## config.mk

```make
export PLATFORM = sky130hd
export DESIGN_NAME = sim_conv_ctrl
export DESIGN_NICKNAME = d
export VERILOG_FILES = /design/src/rtl/pin_sync.v /design/src/rtl/result_ram.v /design/src/rtl/sim_conv_ctrl.v
export VERILOG_INCLUDE_DIRS = /design/src /design/src/rtl
export SDC_FILE = /design/constraint.sdc
export NUM_CORES = 1
export LEC_CHECK = 0
export CORE_ASPECT_RATIO = 0.7
export CORE_MARGIN = 10
export CORE_UTILIZATION = 55
export DETAILED_ROUTE_END_ITERATION = 7
export DONT_BUFFER_PORTS = 1
export PLACE_DENSITY_LB_ADDON = 0.2
export SLEW_MARGIN = 20
export SYNTH_ARGS = -nofsm -noshare
export SYNTH_HDL_FRONTEND = slang
export SYNTH_SLANG_ARGS = --single-unit
export TNS_END_PERCENT = 50
```

## constraint.sdc

```tcl
create_clock -name clk_i -period 4.32 [get_ports clk_i]
set_clock_uncertainty 0.05 [all_clocks]
set_input_delay 0.864 -clock clk_i [delete_from_list [all_inputs] [get_ports clk_i]]
set_output_delay 0.864 -clock clk_i [all_outputs]
set_load 0.05 [all_outputs]
```

## src/rtl/conv_ctrl_defines.vh

```
`ifndef CONV_CTRL_DEFINES_VH
`define CONV_CTRL_DEFINES_VH

// ----------------------------------------------------------------------
// Timing
// ----------------------------------------------------------------------
`define CLK_MHZ        200
`define TCONV_CH_NS    500
`define CONV_TICK_CYC  ((`TCONV_CH_NS * `CLK_MHZ) / 1000)
`define WAKE_US        100
`define WAKE_CYC       (`WAKE_US * `CLK_MHZ)

// ----------------------------------------------------------------------
// Register word addresses (byte offsets)
// ----------------------------------------------------------------------
`define ADR_CTRL       8'h00
`define ADR_STATUS     8'h04
`define ADR_LSB        8'h08
`define ADR_IRQ_STAT   8'h0c
`define ADR_IRQ_CLR    8'h10
`define ADR_IRQ_EN     8'h14
`define ADR_CONV_CNT   8'h18
`define RES_BASE_HI    3'h2

// ----------------------------------------------------------------------
// Fields and values
// ----------------------------------------------------------------------
`define VAR_8CH        2'h0
`define VAR_6CH        2'h1
`define VAR_4CH        2'h2
`define NCH_8          4'h8
`define NCH_6          4'h6
`define NCH_4          4'h4
`define CTRL_RST       2'h0
`define LSB_NV_WIDE    32'h0004a818
`define LSB_NV_NARROW  32'h0002540c
`define IRQ_W          3
`define IRQ_DONE       0
`define IRQ_DROP       1
`define IRQ_WAKE       2
`define SYNC_RST       5'h04

// ----------------------------------------------------------------------
// Power states
// ----------------------------------------------------------------------
`define PW_ON          3'h0
`define PW_POWER_DOWN_N        3'h1
`define PW_SHUT        3'h2
`define PW_WAKE        3'h3
`define PW_DEAD        3'h4

`endif

```

## src/rtl/pin_sync.v

```verilog
`timescale 1ns/1ps
`include "conv_ctrl_defines.vh"

module pin_sync #(
  parameter W = 5
) (
  // Clock and reset.
  input  wire         clk_i,
  input  wire         rst_i,
  // Asynchronous pins.
  input  wire [W-1:0] pins_i,
  // Synchronised levels and rising edges.
  output wire [W-1:0] level_o,
  output wire [W-1:0] rise_o
);

  reg [W-1:0] meta_ff;
  reg [W-1:0] sync_ff;
  reg [W-1:0] prev_ff;

  // Two flip-flops per pin, then one more for edge detection.
  always @(posedge clk_i) begin
    if (rst_i) begin
      meta_ff <= `SYNC_RST;
      sync_ff <= `SYNC_RST;
      prev_ff <= `SYNC_RST;
    end else begin
      meta_ff <= pins_i;
      sync_ff <= meta_ff;
      prev_ff <= sync_ff;
    end
  end

  // Edges are taken only from the second and third stages.
  assign level_o = sync_ff;
  assign rise_o  = sync_ff & ~prev_ff;

endmodule

```

## src/rtl/result_ram.v

```verilog
`timescale 1ns/1ps

module result_ram (
  // Clock.
  input  wire        clk_i,
  // Write port.
  input  wire        we_i,
  input  wire [3:0]  waddr_i,
  input  wire [15:0] wdata_i,
  // Read port.
  input  wire [3:0]  raddr_i,
  output reg  [15:0] rdata_o
);

  reg [15:0] mem [0:15];

  // Synchronous write and registered read.
  always @(posedge clk_i) begin
    if (we_i) begin
      mem[waddr_i] <= wdata_i;
    end
    rdata_o <= mem[raddr_i];
  end

endmodule

```

## src/rtl/sim_conv_ctrl.v

```verilog
// Behaviour
// Trigger rising edge puts its track-and-holds into hold at once.
// Busy rises with the trigger and falls when all channels are converted.
// Busy falling returns all track-and-holds to track; acquisition starts.
// Internal conversion clock; 4, 3 or 2 us for 8, 6 or 4 channels.
// Reads during busy return the previous completed result set.
// Every result is a 16-bit two's complement code.
// One step is full scale over 65536; transitions sit at half steps.
// Step weight follows the selected input range.
// Reference select high enables internal reference; low needs external.
// After reset the reference mode follows the reference select input.
// Power-down low enters standby if range is 1, shutdown if 0.
// Standby keeps reference on, cores off; 100 us to wake.
// After shutdown the host waits 13 ms then applies reset.
// A common trigger on both inputs samples all channels together.
// Busy falling marks new results available on every read-out path.
// Separate triggers hold their own sets; busy starts at the later edge.
// Trigger edges during busy are ignored and do not disturb conversion.
//
// Chosen here: the Wishbone slave port and the placing of the registers.
`timescale 1ns/1ps
`include "conv_ctrl_defines.vh"

module sim_conv_ctrl #(
  parameter WAKE_CYCLES = `WAKE_CYC
) (
  // Clock and reset.
  input  wire        clk_i,
  input  wire        rst_i,
  // Wishbone slave.
  input  wire        wb_cyc_i,
  input  wire        wb_stb_i,
  input  wire        wb_we_i,
  input  wire [7:0]  wb_adr_i,
  input  wire [3:0]  wb_sel_i,
  input  wire [31:0] wb_dat_i,
  output wire [31:0] wb_dat_o,
  output wire        wb_ack_o,
  // Control pins.
  input  wire        sample_trigger_first_set_i,
  input  wire        sample_trigger_second_set_i,
  input  wire        power_down_n_i,
  input  wire        range_i,
  input  wire        ref_select_i,
  // Converter core.
  input  wire [16:0] conv_code_i,
  output wire [2:0]  conv_ch_o,
  // Status and analog controls.
  output wire        busy_o,
  output wire        hold_first_o,
  output wire        hold_second_o,
  output wire        ref_internal_en_o,
  output wire        ref_power_o,
  output wire        core_power_o,
  output wire        irq_o
);

  // ----------------------------------------------------------------------
  // Functions
  // ----------------------------------------------------------------------
  // Channels converted for a device variant.
  function [3:0] chan_count;
    input [1:0] variant;
    begin
      case (variant)
        `VAR_6CH: chan_count = `NCH_6;
        `VAR_4CH: chan_count = `NCH_4;
        default:  chan_count = `NCH_8;
      endcase
    end
  endfunction

  // Rounds a half-step offset-binary code and flips it to two's complement.
  function [15:0] to_twos;
    input [16:0] raw;
    reg   [17:0] sum;
    reg   [15:0] code;
    begin
      sum  = {1'b0, raw} + 18'h00001;
      code = sum[17] ? 16'hffff : sum[16:1];
      to_twos = {~code[15], code[14:0]};
    end
  endfunction

  // ----------------------------------------------------------------------
  // Pin synchronisers
  // ----------------------------------------------------------------------
  wire [4:0] lvl;
  wire [4:0] rise;

  pin_sync #(
    .W (5)
  ) u_sync (
    .clk_i   (clk_i),
    .rst_i   (rst_i),
    .pins_i  ({ref_select_i, range_i, power_down_n_i,
               sample_trigger_second_set_i, sample_trigger_first_set_i}),
    .level_o (lvl),
    .rise_o  (rise)
  );

  wire trig1_rise = rise[0];
  wire trig2_rise = rise[1];
  wire pdn_n      = lvl[2];
  wire range_lvl  = lvl[3];
  wire ref_sel    = lvl[4];

  // ----------------------------------------------------------------------
  // State
  // ----------------------------------------------------------------------
  localparam TICK_LAST = `CONV_TICK_CYC - 1;
  reg [2:0]         pw_ff;
  reg [2:0]         nxt_pw;
  reg [14:0]        wake_ff;
  reg               busy_ff;
  reg               hold1_ff;
  reg               hold2_ff;
  reg [2:0]         ch_ff;
  reg [6:0]         div_ff;
  reg               rd_bank_ff;
  reg               valid_ff;
  reg [15:0]        conv_cnt_ff;
  reg [1:0]         ctrl_ff;
  reg               ref_en_ff;
  reg               ref_pwr_ff;
  reg               core_pwr_ff;
  reg [`IRQ_W-1:0]  irq_st_ff;
  reg [`IRQ_W-1:0]  irq_en_ff;
  reg               irq_ff;
  reg               pend_ff;
  reg               ack_ff;
  reg [31:0]        dat_ff;

  wire       ready     = (pw_ff == `PW_ON);
  wire       accept    = ready & ~busy_ff;
  wire       tick      = busy_ff & (div_ff == TICK_LAST[6:0]);
  wire [3:0] last_ch   = chan_count(ctrl_ff) - 4'h1;
  wire       last_tick = tick & ({1'b0, ch_ff} == last_ch);
  wire       hold1_now = hold1_ff | (trig1_rise & accept);
  wire       hold2_now = hold2_ff | (trig2_rise & accept);
  wire       start     = accept & hold1_now & hold2_now;
  wire       drop1     = trig1_rise & (~accept | hold1_ff);
  wire       drop2     = trig2_rise & (~accept | hold2_ff);
  wire       wake_done = (pw_ff == `PW_WAKE) & (wake_ff == WAKE_CYCLES - 1);

  // ----------------------------------------------------------------------
  // Power modes
  // ----------------------------------------------------------------------
  // Next power state from the power-down pin and the range pin.
  always @* begin
    nxt_pw = pw_ff;
    case (pw_ff)
      `PW_ON, `PW_WAKE: begin
        if (!pdn_n) begin
          nxt_pw = range_lvl ? `PW_POWER_DOWN_N : `PW_SHUT;
        end else if (wake_done) begin
          nxt_pw = `PW_ON;
        end
      end
      `PW_POWER_DOWN_N: begin
        if (pdn_n) begin
          nxt_pw = `PW_WAKE;
        end
      end
      `PW_SHUT: begin
        if (pdn_n) begin
          nxt_pw = `PW_DEAD;
        end
      end
      `PW_DEAD: begin
        nxt_pw = `PW_DEAD;
      end
      default: begin
        nxt_pw = `PW_ON;
      end
    endcase
  end

  // Power state, wake timer and power enables.
  always @(posedge clk_i) begin
    if (rst_i) begin
      pw_ff       <= `PW_ON;
      wake_ff     <= 15'h0000;
      ref_en_ff   <= 1'b0;
      ref_pwr_ff  <= 1'b0;
      core_pwr_ff <= 1'b0;
    end else begin
      pw_ff       <= nxt_pw;
      wake_ff     <= (pw_ff == `PW_WAKE) ? wake_ff + 15'h0001 : 15'h0000;
      ref_en_ff   <= ref_sel & (nxt_pw != `PW_SHUT);
      ref_pwr_ff  <= (nxt_pw != `PW_SHUT);
      core_pwr_ff <= (nxt_pw != `PW_SHUT) & (nxt_pw != `PW_POWER_DOWN_N);
    end
  end

  // ----------------------------------------------------------------------
  // Sampling and conversion
  // ----------------------------------------------------------------------
  // Track-and-hold, busy, conversion clock and channel sequencing.
  always @(posedge clk_i) begin
    if (rst_i) begin
      busy_ff     <= 1'b0;
      hold1_ff    <= 1'b0;
      hold2_ff    <= 1'b0;
      ch_ff       <= 3'h0;
      div_ff      <= 7'h00;
      rd_bank_ff  <= 1'b0;
      valid_ff    <= 1'b0;
      conv_cnt_ff <= 16'h0000;
    end else if (!ready) begin
      busy_ff  <= 1'b0;
      hold1_ff <= 1'b0;
      hold2_ff <= 1'b0;
    end else if (!busy_ff) begin
      hold1_ff <= hold1_now;
      hold2_ff <= hold2_now;
      if (start) begin
        busy_ff <= 1'b1;
        ch_ff   <= 3'h0;
        div_ff  <= 7'h00;
      end
    end else begin
      div_ff <= tick ? 7'h00 : div_ff + 7'h01;
      if (last_tick) begin
        busy_ff     <= 1'b0;
        hold1_ff    <= 1'b0;
        hold2_ff    <= 1'b0;
        rd_bank_ff  <= ~rd_bank_ff;
        valid_ff    <= 1'b1;
        conv_cnt_ff <= conv_cnt_ff + 16'h0001;
      end else if (tick) begin
        ch_ff <= ch_ff + 3'h1;
      end
    end
  end

  // ----------------------------------------------------------------------
  // Result storage
  // ----------------------------------------------------------------------
  wire [15:0] res_rdata;
  wire        res_sel = (wb_adr_i[7:5] == `RES_BASE_HI);

  // New results go to the bank that software is not reading.
  result_ram u_ram (
    .clk_i   (clk_i),
    .we_i    (tick & ready),
    .waddr_i ({~rd_bank_ff, ch_ff}),
    .wdata_i (to_twos(conv_code_i)),
    .raddr_i ({rd_bank_ff, wb_adr_i[4:2]}),
    .rdata_o (res_rdata)
  );

  // ----------------------------------------------------------------------
  // Interrupts
  // ----------------------------------------------------------------------
  wire [`IRQ_W-1:0] irq_ev;
  wire              clr_wr;
  wire [`IRQ_W-1:0] nxt_irq_st;

  assign irq_ev[`IRQ_DONE] = last_tick & ready;
  assign irq_ev[`IRQ_DROP] = drop1 | drop2;
  assign irq_ev[`IRQ_WAKE] = wake_done & pdn_n;

  assign clr_wr     = pend_ff & wb_we_i & wb_sel_i[0] & (wb_adr_i == `ADR_IRQ_CLR);
  assign nxt_irq_st = (irq_st_ff & ~(clr_wr ? wb_dat_i[`IRQ_W-1:0] : {`IRQ_W{1'b0}})) | irq_ev;

  // Sticky status with set winning over clear.
  always @(posedge clk_i) begin
    if (rst_i) begin
      irq_st_ff <= {`IRQ_W{1'b0}};
      irq_ff    <= 1'b0;
    end else begin
      irq_st_ff <= nxt_irq_st;
      irq_ff    <= |(nxt_irq_st & irq_en_ff);
    end
  end

  // ----------------------------------------------------------------------
  // Wishbone slave
  // ----------------------------------------------------------------------
  wire        req = wb_cyc_i & wb_stb_i & ~pend_ff & ~ack_ff;
  wire        wr  = pend_ff & wb_we_i & wb_sel_i[0];
  reg  [31:0] rd_mux;

  // Read data selection.
  always @* begin
    rd_mux = 32'h00000000;
    if (res_sel) begin
      rd_mux = valid_ff ? {16'h0000, res_rdata} : 32'h00000000;
    end else begin
      case (wb_adr_i)
        `ADR_CTRL:     rd_mux = {30'h00000000, ctrl_ff};
        `ADR_STATUS:   rd_mux = {21'h000000, pw_ff, 1'b0, (pw_ff == `PW_DEAD), ready,
                                 range_lvl, ref_en_ff, hold2_ff, hold1_ff, busy_ff};
        `ADR_LSB:      rd_mux = range_lvl ? `LSB_NV_WIDE : `LSB_NV_NARROW;
        `ADR_IRQ_STAT: rd_mux = {29'h00000000, irq_st_ff};
        `ADR_IRQ_EN:   rd_mux = {29'h00000000, irq_en_ff};
        `ADR_CONV_CNT: rd_mux = {16'h0000, conv_cnt_ff};
        default:       rd_mux = 32'h00000000;
      endcase
    end
  end

  // Two-stage answer: read memory, then register data and ack.
  always @(posedge clk_i) begin
    if (rst_i) begin
      pend_ff   <= 1'b0;
      ack_ff    <= 1'b0;
      dat_ff    <= 32'h00000000;
      ctrl_ff   <= `CTRL_RST;
      irq_en_ff <= {`IRQ_W{1'b0}};
    end else begin
      pend_ff <= req;
      ack_ff  <= pend_ff;
      if (pend_ff) begin
        dat_ff <= wb_we_i ? 32'h00000000 : rd_mux;
      end
      if (wr && wb_adr_i == `ADR_CTRL && !busy_ff) begin
        ctrl_ff <= wb_dat_i[1:0];
      end
      if (wr && wb_adr_i == `ADR_IRQ_EN) begin
        irq_en_ff <= wb_dat_i[`IRQ_W-1:0];
      end
    end
  end

  // ----------------------------------------------------------------------
  // Outputs
  // ----------------------------------------------------------------------
  assign wb_dat_o          = dat_ff;
  assign wb_ack_o          = ack_ff;
  assign conv_ch_o         = ch_ff;
  assign busy_o            = busy_ff;
  assign hold_first_o      = hold1_ff;
  assign hold_second_o     = hold2_ff;
  assign ref_internal_en_o = ref_en_ff;
  assign ref_power_o       = ref_pwr_ff;
  assign core_power_o      = core_pwr_ff;
  assign irq_o             = irq_ff;

endmodule

```

* After elaboration in Yosys (flattened, before gate mapping)
Memories as Yosys holds them, arrays and structs flattened. A register that Yosys moved wholly into a read port is not among the register bits.
Cells that the tools add are included.
** Cells by class
- Add/sub/neg operators :: 6
- Bitwise logic cells :: 40
- Reduce and logical (&&, ||, !) cells :: 14
- Eq/ne operators :: 21
- Mux-type cells :: 29
** Operator list (number)
- $pmux 19 s6 :: 1
- $mux 19 :: 2
- $mux 16 :: 2
- $mux 32 :: 1
- $mux 3 :: 9
- $eq 8x5->1 const B :: 3
- $and 1x1->1 :: 21
- $mux 7 :: 3
- $add 17x1->18 const B :: 1
- $add 16x1->16 const B :: 1
- $eq 8x4->1 const B :: 2
- $add 15x1->15 const B :: 1
- $eq 15x15->1 const B :: 1
- $pmux 3 s4 :: 1
- $eq 3x2->1 const B :: 3
- $eq 8x3->1 const B :: 1
- $logic_not 8->1 :: 1
- $mux 1 :: 8
- $not 1->1 :: 8
- $pmux 4 s2 :: 1
- $add 7x1->7 const B :: 1
- $eq 7x7->1 const B :: 1
- $and 3x3->3 :: 2
- $reduce_or 2->1 :: 3
- other kinds (25) :: 32
** Word-level totals
- Bits of input ports :: 71
- Bits in writable memories :: 256
- Memories :: 1
- Logic and storage cells :: 134
- Flip-flop bits (word level) :: 107
** Memories
- u_ram.mem :: depth 16, bits a word 16, read ports 1, clocked after Yosys merged registers in 1, write ports 1, RTL line result_ram.v:15 : reg [15:0] mem [0:15];

* Longest topological paths before layout
Gate-level depths: netlist (run 1).
- Depth after elaboration :: 9
- Depth in mapped cells :: 8

* Modules after synthesis
A second synthesis (run 1) with hierarchy kept.
** Unflattened totals
- Cells, all modules :: 1006
- Area, all modules :: 14780.4 um2
** Modules (own cells, without submodules)
- result_ram :: instances 1, cells each 432, area each 10043.4 um2
- sim_conv_ctrl :: instances 1, cells each 538, area each 4295.4 um2
- pin_sync :: instances 1, cells each 36, area each 441.7 um2

* Worst setup path before layout (run 1)
Ideal clock, no wire load.
- Path type :: reg-to-reg
- Start :: reg busy_ff (netlist: busy_o)
- End :: mem u_ram.mem[11][0] (enable)
- Cell stages (with the launch flop) :: 5
- Required time :: 3861 ps
- Slack :: 1250 ps
- Data arrival time :: 2610 ps
- Path buffers :: 0
- Clock period less this slack :: 3070 ps
- Path through :: dfxtp_1 nand3_1 nor3_1 nand2_1 nor3_1
** On the way
- Word-level cells in the longest chain between the ends :: 4
** Ends and longest elaborated chain
- from (decl) :: RTL line sim_conv_ctrl.v:115 : reg busy_ff;
- from (signal assigned) :: RTL line sim_conv_ctrl.v:202 : busy_ff <= 1'b0;
- from (signal assigned) :: RTL line sim_conv_ctrl.v:211 : busy_ff <= 1'b0;
- from (signal assigned) :: RTL line sim_conv_ctrl.v:218 : busy_ff <= 1'b1;
- $and 1x1->1 :: RTL line sim_conv_ctrl.v:136 : wire tick = busy_ff & (div_ff == TICK_LAST[6:0]);
- $and 1x1->1 :: RTL line sim_conv_ctrl.v:246 : .we_i (tick & ready),
- $mux 1 :: RTL line result_ram.v:19 : if (we_i) begin
- $mux 1 (implied by the code) :: RTL line result_ram.v:20 : mem[waddr_i] <= wdata_i;
- to (decl) :: RTL line result_ram.v:15
Every way passes these cells.

* Worst setup path after layout (run 1)
- Start :: reg busy_ff (netlist: busy_o)
- End :: mem u_ram.mem[1][1] (enable)
The elaborated chain is that of the path after synthesis.

==> impl_metrics.yaml, run 1 <==
placed_design:
  dp_hpwl_mm: 20.8
  port_buffers: 0
  place_congestion: 0.871
  placedInstanceArea_um2: 15300
  dp_slack_ns: 1.07
detailed_routing:
  postRouteAntennaNets: 0
  drt_pass1_iterations: 5
  initialDrtViolationCount: 878
  drt_drc_violations_left: 0
  totalWireLength_mm: 33.4
  wl_per_cell_um: 24.2
  routed_via_density: 6.10
  vias: 8408
grt:
  grt_first_pass_wirelength_mm: 51.0
  grt_start_max_net_pins: 77
  grt_use_total_pct: 19.7
  antenna_violations_before_repair: 0
  grt_pass1_vias: 8248
  grt.overflow.total: 0
clock_network:
  numClockSinks: 365
  cts_root_buffer: "sky130_fd_sc_hd__clkbuf_16"
  clock_insertion_delay_worst_skew_ns: 0.52
  post-cts-setup-buffers: 0
  h-tree-depth: 2
  cts-buffers-inserted: 35
  tritoncts: "built"
  total_of_hold_buffers_inserted_after_clock_tree_synthesis: 0
  cts-resized-gates: 0
  cts.reportedPaths.clkPinSlew_ns: 0.07
  ctsLongestPathBuffers: 3
yosys:
  ys_top_cells_by_count: "sky130_fd_sc_hd__edfxtp_1, sky130_fd_sc_hd__dfxtp_1, sky130_fd_sc_hd__mux4_2, sky130_fd_sc_hd__nor2_1, sky130_fd_sc_hd__nand2_1"
  ys_dominant_reg_cell: "sky130_fd_sc_hd__edfxtp_1"
  synthDistinctLibCells: 63
  post_synth_arst_share_pct: 0
  synth-edff-count: 256
  synthCells: 975
  ys_seq_elements: 365
  netlist_area_um2: 14800
  synth_top_cells_by_area: "sky130_fd_sc_hd__edfxtp_1, sky130_fd_sc_hd__dfxtp_1, sky130_fd_sc_hd__mux4_2, sky130_fd_sc_hd__nor2_1, sky130_fd_sc_hd__xor2_1"
  yosys.cell_count.top_type: "sky130_fd_sc_hd__edfxtp_1"
  synth_area_per_cell_um2: 15.2
  seq_area_frac_synth_pct: 66.5
  yosys_warnings: 0
  synth_top_cell_area_share_pct: 51.8
  netlist.top_cell.by_area: "sky130_fd_sc_hd__edfxtp_1"
critical_path:
  rr_startpoint: "busy_o"
  required_ns: 4.45
  timing.critical_path.cells: "nand3_1 > nor3_1 > nand2_1 > nor2_2 > buf_4"
  path_class: "reg2reg"
  cp_slowest_cell: "sky130_fd_sc_hd__dfxtp_1"
  crit_buf_inv: 1
  cp.arrival_ns: 3.04
  reg2reg_depth: 5
  critical_path.max_stage_delay_ns: 0.83
  worst-path-max-fanout: 16
  worst_path_dominant_cell_family: "simple AND/OR/NAND/NOR gates"
  critPathLaunchType: "flop"
  rrSetupSlack_ns: 1.41
  endpoint_kind: "flop"
  crit-reg2reg-capture: "u_ram.mem[1][1]"
cells_and_area:
  finish.net_count: 1070
  final_layout_size_suffix_gt1_share_pct: 19.7
  antennaDiodeCount: 0
  filler_cell_count: 1927
  finalInstanceArea_um2: 16400
  layout_stage_area_growth_over_the_synthesis_result_pct: 10.6
power_and_ir_drop:
  finalPower_mw: 7.05
  leakage_nw: 5.30
  ir_worst_vdd_v: 0.000323
  power_density_nw_per_um2: 429
worst_hold_path:
  worstHoldStart: "u_sync.meta_ff[2]"
  worst_hold_path.endpoint: "u_sync.level_o[2]"
  hold-path-cell-count: 1
  worst_hold_path_type: "reg2reg"
floorplanning:
  fp.dieH_um: 157
  die_area_um2: 34100
  start_util_pct: 55.7
  io-pin-count: 114
  die_width_um: 216
  placement_rows: 50
  core-area_um2: 26700
sta:
  timing.slew.headroom_pct: 35.7
  slew_viol_final: 0
  final_critical_path_setup_slack_ns: 1.41
  min_period_ns: 2.91
  setup_tns_ns: 0
  achievable-frequency_ghz: 0.343
  final-setup-viol-count: 0
  layout_worst_path_cycle_share_pct: 67.4
  max_slew.worst_pin.slew_ns: 0.958
  rsz0062_at_grt: "false"
  hold_violations: 0
status:
  result_of_the_run: "completed"
job:
  max_cap_viol_count: 0
## cell type report
cell class	count	area, um2	share of cell area, %
timing repair buffer	26	195	1.19
inverter	21	78.8	0.480
sequential	365	9870	60.1
tap	364	455	2.78
multi-input combinational	540	4690	28.6
clock inverter	17	159	0.968
clock buffer	45	966	5.89
## state kept, by name, summed over array words and instances (netlist names), 2 cells and up
signal          cells
u_ram.mem         256
wb_dat_o           18
conv_cnt_ff        16
u_ram.rdata_o      16
wake_ff            15
div_ff              7
u_sync.level_o      5
u_sync.meta_ff      5
conv_ch_o           3
irq_en_ff           3
irq_st_ff           3
pw_ff               3
ctrl_ff             2
u_sync.prev_ff      2
## cells in the final DEF (no fill, tap or decap), types with 11 or more instances in the layout
| cell type | instances |
|---|---|
| sky130_fd_sc_hd__xnor2_1 | 11 |
| sky130_fd_sc_hd__nand2b_1 | 12 |
| sky130_fd_sc_hd__inv_1 | 21 |
| sky130_fd_sc_hd__nand3_1 | 24 |
| sky130_fd_sc_hd__nor3_1 | 13 |
| sky130_fd_sc_hd__nor2_2 | 12 |
| sky130_fd_sc_hd__nor2b_1 | 27 |
| sky130_fd_sc_hd__o21ai_0 | 18 |
| sky130_fd_sc_hd__mux4_2 | 80 |
| sky130_fd_sc_hd__a21oi_1 | 38 |
| sky130_fd_sc_hd__xor2_1 | 26 |
| sky130_fd_sc_hd__buf_4 | 26 |
| sky130_fd_sc_hd__nand4_1 | 18 |
| sky130_fd_sc_hd__nor2_1 | 55 |
| sky130_fd_sc_hd__conb_1 | 14 |
| sky130_fd_sc_hd__edfxtp_1 | 256 |
| sky130_fd_sc_hd__nand2_1 | 44 |
| sky130_fd_sc_hd__clkbuf_16 | 37 |
| sky130_fd_sc_hd__dfxtp_1 | 109 |
## where the power goes
part	internal, mW	switching, mW
Clock	1.76	1.26
Combinational	0.0947	0.126
Sequential	3.77	0.0334
Total	5.63	1.42
## stage by stage
step / hold WS, ns / utilization, % / instances
6_report: 0.364 / 61.6 / 1378
3_3_place_gp: 0.349 / 57.3 / 1316
3_5_place_dp: 0.349 / 57.3 / 1316
2_1_floorplan: 0.339 / - / 988
4_1_cts: 0.343 / 61.5 / 1378
5_1_grt: 0.347 / 61.6 / 1378
## metal layers
metal / vias up / GRT usage, % / part of all wire [%]
li1: 3761 / - / -
met5: - / 0 / 0
met4: 0 / 5.58 / 1.7
met2: 328 / 28.9 / 44
met3: 50 / 4.35 / 9.2
met1: 4269 / 29.1 / 45
## worst max-delay path by stage
stage                        start               end  slack [ns]  cells past startpoint
CTS                         busy_o  u_ram.mem[9][10]        1.46                      5
detailed placement  conv_code_i[6]  u_ram.mem[2][15]        1.07                      5
global placement    conv_code_i[6]  u_ram.mem[3][15]        1.12                      5
global route                busy_o  u_ram.mem[8][10]        1.25                      5
floorplan                   busy_o  u_ram.mem[11][0]        1.25                      4
finish                      busy_o   u_ram.mem[1][1]        1.41                      5
## cells by family after synthesis
| kind of cell | count (synthesis) | synth area share (%) |
|---|---|---|
| buf+inv | 83 | 2.64 |
| mux | 89 | 12.8 |
| xor+xnor | 37 | 2.18 |
| flops | 365 | 66.5 |
| other cells | 1 | 0.0253 |
| fa+ha+maj | 10 | 0.843 |
| simple gates | 277 | 10.2 |
| compound gates | 113 | 4.83 |
Note: power is estimated with default switching activity, not from simulation.
==> run 2, diff against run 1 <==
- ABC_AREA: not set -> 1
- clock period: 4.32 -> 2.8 ns (I/O delays scaled with it)
==> run 2 against run 1 <==
Global-route usage is 1.8 points higher. Highest routed layer unchanged. Register-to-register slack worse by 1.1 ns. Maximum frequency is 19% higher. Largest power group unchanged. Non-clock buffer count is 20 higher. Die area is 1.8% higher.
==> impl_metrics.yaml, run 2 <==
status:
  result_of_the_run: "completed"
yosys:
  ys_seq_elements: 365
  synth_top_cells_by_area: "sky130_fd_sc_hd__edfxtp_1, sky130_fd_sc_hd__dfxtp_1, sky130_fd_sc_hd__nand2_1, sky130_fd_sc_hd__nor2_1, sky130_fd_sc_hd__inv_1"
  yosys_warnings: 0
  synth_top_cell_area_share_pct: 50.8
  synthCells: 1475
  post_synth_arst_share_pct: 0
  ys_top_cells_by_count: "sky130_fd_sc_hd__nand2_1, sky130_fd_sc_hd__edfxtp_1, sky130_fd_sc_hd__dfxtp_1, sky130_fd_sc_hd__nor2_1, sky130_fd_sc_hd__inv_1"
  yosys.cell_count.top_type: "sky130_fd_sc_hd__nand2_1"
  synthDistinctLibCells: 44
  synth_area_per_cell_um2: 10.3
  seq_area_frac_synth_pct: 65.2
  synth-edff-count: 256
  netlist_area_um2: 15100
  ys_dominant_reg_cell: "sky130_fd_sc_hd__edfxtp_1"
  netlist.top_cell.by_area: "sky130_fd_sc_hd__edfxtp_1"
critical_path:
  required_ns: 2.98
  rrSetupSlack_ns: 0.35
  setup.worst_path.end: "u_ram.mem[1][4]"
  timing.critical_path.cells: "ha_1 > nand2_1 > inv_1 > nand4_1 > nor2_2 > nand2_1 > nor2_2 > buf_12"
  worst_setup_path_startpoint: "div_ff[0]"
  cp_slowest_cell: "sky130_fd_sc_hd__dfxtp_1"
  worst-path-max-fanout: 13
  critical_path.max_stage_delay_ns: 0.40
  critPathLaunchType: "flop"
  crit-reg2reg-capture: "u_ram.mem[1][4]"
  reg2reg_depth: 8
  cp.arrival_ns: 2.63
  path_class: "reg2reg"
  endpoint_kind: "flop"
  rr_startpoint: "div_ff[0]"
floorplanning:
  die_area_um2: 34700
  io-pin-count: 114
  die_width_um: 218
  placement_rows: 50
  fp.dieH_um: 159
  core-area_um2: 26900
  start_util_pct: 56.3
clock_network:
  clock_insertion_delay_worst_skew_ns: 0.53
  cts-buffers-inserted: 36
  cts.reportedPaths.clkPinSlew_ns: 0.06
  numClockSinks: 365
  ctsLongestPathBuffers: 3
  cts_root_buffer: "sky130_fd_sc_hd__clkbuf_16"
  total_of_hold_buffers_inserted_after_clock_tree_synthesis: 0
  h-tree-depth: 2
  tritoncts: "built"
  post-cts-setup-buffers: 0
  cts-resized-gates: 0
detailed_routing:
  initialDrtViolationCount: 1163
  wl_per_cell_um: 20.1
  postRouteAntennaNets: 0
  routed_via_density: 5.74
  totalWireLength_mm: 38.0
  drt_pass1_iterations: 5
  drt_drc_violations_left: 0
  vias: 10900
cells_and_area:
  finish.net_count: 1583
  commonest_non_fill_non_tap_cell_in_the_layout: "sky130_fd_sc_hd__nand2_1"
  layout_stage_area_growth_over_the_synthesis_result_pct: 11.5
  mostFrequentLayoutCells: "sky130_fd_sc_hd__nand2_1, sky130_fd_sc_hd__edfxtp_1, sky130_fd_sc_hd__dfxtp_1"
  max_flop_register: "u_ram.mem"
  antennaDiodeCount: 0
  final_layout_size_suffix_gt1_share_pct: 9.24
  number_of_flip_flops_in_the_largest_register: 256
grt:
  grt_met3_use_pct: 4.74
  grt_pass1_vias: 10100
  grt_use_met2_pct: 31.7
  grt.overflow.total: 0
  grt_start_max_net_pins: 67
  grtUsageMet1_pct: 31.7
  antenna_violations_before_repair: 0
  global_route.peak_usage_layer: "met2"
  grt_use_total_pct: 21.6
  grt_first_pass_wirelength_mm: 58.7
sta:
  layout_worst_path_cycle_share_pct: 87.5
  slew_viol_final: 0
  min_period_ns: 2.45
  final_critical_path_setup_slack_ns: 0.349
  final-setup-viol-count: 0
  rsz0062_at_grt: "false"
  max_slew.worst_pin.slew_ns: 0.701
  achievable-frequency_ghz: 0.408
  setup_tns_ns: 0
  timing.slew.headroom_pct: 53.2
  hold_violations: 0
power_and_ir_drop:
  finalPower_mw: 11.0
  leakage_nw: 5.85
  ir_worst_vdd_v: 0.000591
  power_density_nw_per_um2: 652
worst_hold_path:
  worst_hold_path_type: "in2reg"
placed_design:
  place_congestion: 0.942
  dp_slack_ns: 0.194
  port_buffers: 0
  dp_hpwl_mm: 24.3
job:
  max_cap_viol_count: 0
-- run 2: changes by cell type in the layout (fill, tap and decap cells not counted), sizes merged, moves of 10 or more --
cell / previous run / this run
nand2: 44 / 433
inv: 22 / 112
nand4: 18 / 32
mux4: 80 / 0
o21ai: 19 / 57
a21oi: 38 / 75
o211ai: 3 / 13
nand2b: 12 / 0
xor2: 26 / 15
nor2b: 27 / 0
a41oi: 0 / 33
buf: 26 / 46
nand3: 24 / 67
nor2: 67 / 110
-- run 2: worst min-delay path by stage --
stage | startpoint | endpoint | slack, ns | cells past startpoint
after global placement | u_sync.meta_ff[4] | u_sync.level_o[4] | 0.34 | 2
after CTS | rst_i | wb_dat_o[14] | 0.03 | 1
after floorplan | u_sync.meta_ff[0] | u_sync.level_o[0] | 0.34 | 2
after global routing | rst_i | wb_dat_o[14] | 0.04 | 1
after detailed placement | u_sync.meta_ff[4] | u_sync.level_o[4] | 0.34 | 2
final | rst_i | wb_dat_o[12] | 0.05 | 1
-- run 2: stage by stage --
stage / std cells / hold slack [ns] / utilization, % / instance area [um2]
2_1_floorplan: 1488 / 0.338 / - / 15200
6_report: 1890 / 0.0548 / 62.7 / 16900
4_1_cts: 1890 / 0.0348 / 62.7 / 16900
3_5_place_dp: 1828 / 0.343 / 58.7 / 15800
3_3_place_gp: 1828 / 0.343 / 58.7 / 15800
5_1_grt: 1890 / 0.0380 / 62.7 / 16900
-- run 2: per-layer routing --
metal	share of wire, %	wire [um]
met1	44	16800
met2	44	16700
met3	10	3800
met4	1.9	707
met5	0	0
-- run 2: final cells by class --
class	instances	area, um2
Fill cell	2161	10000
Sequential cell	365	9870
Clock buffer	48	977
Multi-Input combinational cell	943	4620
Clock inverter	14	104
Inverter	110	413
Timing Repair Buffer	46	433
Tap cell	364	455
-- run 2: logic make-up after synthesis --
group           after synthesis  synth area share [%]
simple gates                681                  19.0
compound gates              220                  8.97
flops                       365                  65.2
other cells                   1                0.0248
buf+inv                     180                  4.96
xor+xnor                     17                 0.984
mux                           1                0.0661
fa+ha+maj                    10                 0.827
-- run 2: where the power goes --
part	leakage (nW)	total, mW	switching (mW)	internal, mW
sequential	3.19	5.88	0.0523	5.83
clock	0.525	4.52	1.96	2.55
combinational	2.14	0.602	0.450	0.152
total	5.85	11.0	2.47	8.53
-- run 2: critical path, delay by kind of cell (launching register included) --
kind,cells,cell delay [ns]
AND/OR/NAND/NOR,5,1.11
buffers and inverters,2,0.29
flip-flops,1,0.40
adder cells (fa/ha/maj),1,0.30
==> run 3, diff against run 2 <==
- ABC_AREA: 1 -> not set
==> run 3 against run 2 <==
Total power down 1.3%. Largest power group unchanged. Highest routed layer unchanged. Register-to-register slack about the same. Maximum frequency up 0.24%. Hold slack better by 0.0061 ns.
==> impl_metrics.yaml, run 3 (same netlist as run 1, synthesis figures left out) <==
placed_design:
  place_congestion: 0.868
  placedInstanceArea_um2: 15500
  port_buffers: 0
  dp_hpwl_mm: 21.7
clock_network:
  clock_insertion_delay_worst_skew_ns: 0.52
  tritoncts: "built"
  cts-resized-gates: 0
  ctsLongestPathBuffers: 3
  cts.reportedPaths.clkPinSlew_ns: 0.06
  h-tree-depth: 2
  total_of_hold_buffers_inserted_after_clock_tree_synthesis: 0
  post-cts-setup-buffers: 0
  cts-buffers-inserted: 36
  numClockSinks: 365
  cts_root_buffer: "sky130_fd_sc_hd__clkbuf_16"
cells_and_area:
  post-route-util_pct: 62.4
  finish.net_count: 1100
  number_of_flip_flops_in_the_largest_register: 256
  max_flop_register: "u_ram.mem"
  layout_stage_area_growth_over_the_synthesis_result_pct: 12.0
  final_layout_size_suffix_gt1_share_pct: 21.5
  commonest_non_fill_non_tap_cell_in_the_layout: "sky130_fd_sc_hd__edfxtp_1"
  mostFrequentLayoutCells: "sky130_fd_sc_hd__edfxtp_1, sky130_fd_sc_hd__dfxtp_1, sky130_fd_sc_hd__mux4_2"
  finalInstanceArea_um2: 16600
  antennaDiodeCount: 0
critical_path:
  cp.arrival_ns: 2.61
  cp_common_cell: "sky130_fd_sc_hd__buf_4"
  endpoint_kind: "flop"
  worst-path-max-fanout: 7
  required_ns: 2.97
  timing.critical_path.cells: "or4b_4 > nor3_1 > buf_4 > nand2_1 > nor3_2 > buf_4"
  worst_path_dominant_cell_family: "simple AND/OR/NAND/NOR gates"
  crit_buf_inv: 2
  critical_path_depth: 6
  cp_slowest_cell: "sky130_fd_sc_hd__or4b_4"
  critical_path.max_stage_delay_ns: 0.60
  reg2reg_depth: 6
  critPathLaunchType: "flop"
  path_class: "reg2reg"
detailed_routing:
  vias: 8475
  drt_drc_violations_left: 0
  routed_via_density: 6.01
  postRouteAntennaNets: 0
  totalWireLength_mm: 33.1
  initialDrtViolationCount: 961
  drt_pass1_iterations: 5
  wl_per_cell_um: 23.5
floorplanning:
  start_util_pct: 55.7
  die_width_um: 216
  placement_rows: 50
  io-pin-count: 114
  fp.dieH_um: 157
  die_area_um2: 34100
  core-area_um2: 26700
sta:
  layout_worst_path_cycle_share_pct: 87.3
  min_period_ns: 2.45
  setup_tns_ns: 0
  achievable-frequency_ghz: 0.409
  rsz0062_at_grt: "false"
  hold_violations: 0
  timing.slew.headroom_pct: 51.2
  max_slew.worst_pin.slew_ns: 0.732
  slew_viol_final: 0
  final-setup-viol-count: 0
status:
  result_of_the_run: "completed"
power_and_ir_drop:
  leakage_nw: 5.46
  power_density_nw_per_um2: 653
  ir_worst_vdd_v: 0.000583
  finalPower_mw: 10.9
worst_hold_path:
  hold-path-cell-count: 1
  worst_hold_path_type: "in2reg"
grt:
  antenna_violations_before_repair: 0
  grt_start_max_net_pins: 77
  grt_first_pass_wirelength_mm: 50.3
  grt_use_total_pct: 19.4
  grt_pass1_vias: 8074
  grt.overflow.total: 0
job:
  max_cap_viol_count: 0
-- run 3: routing by layer --
| metal | vias to the layer above | global-route usage (%) | wire (um) |
|---|---|---|---|
| met5 | - | 0 | 0 |
| met4 | 0 | 3.98 | 375 |
| met3 | 28 | 4.62 | 2550 |
| met2 | 289 | 28.1 | 14800 |
| met1 | 4326 | 29.1 | 15400 |
| li1 | 3832 | - | - |
-- run 3: worst register-to-register path: cells and delay by family (launching register included) --
kind                   cells  cell delay (ns)
DFF                        1             0.35
buffers and inverters      2             0.44
and+or+nand+nor            4             1.30
-- run 3: worst paths after layout --
| path | startpoint | end | slack, ns |
|---|---|---|---|
| setup / recovery | div_ff[2] | u_ram.mem[8][5] | 0.35 |
| hold / removal | rst_i | u_sync.meta_ff[4] | 0.06 |
| setup reg to reg | div_ff[2] | u_ram.mem[8][5] | 0.35 |
| hold reg to reg | u_sync.meta_ff[2] | u_sync.level_o[2] | 0.36 |
-- run 3: final cells by class --
class	instances	area (um2)
timing repair buffer	55	413
tap	364	455
sequential	365	9870
multi-input combinational	540	4680
clock buffer	47	963
fill	1998	10000
clock inverter	17	161
inverter	21	78.8
-- run 3: report_power, final --
| part | switching [mW] | total [mW] | internal [mW] |
|---|---|---|---|
| clock | 1.93 | 4.64 | 2.71 |
| combinational | 0.216 | 0.369 | 0.153 |
| sequential | 0.0300 | 5.85 | 5.82 |
-- run 3: metrics by stage --
step                      worst slack [ns]  instances  hold slack [ns]
after floorplan                     -0.268        988            0.339
after global placement               0.241       1345            0.342
after detailed placement             0.114       1345            0.343
after CTS                            0.355       1409           0.0387
after global routing                 0.206       1409           0.0461
final                                0.355       1409           0.0609
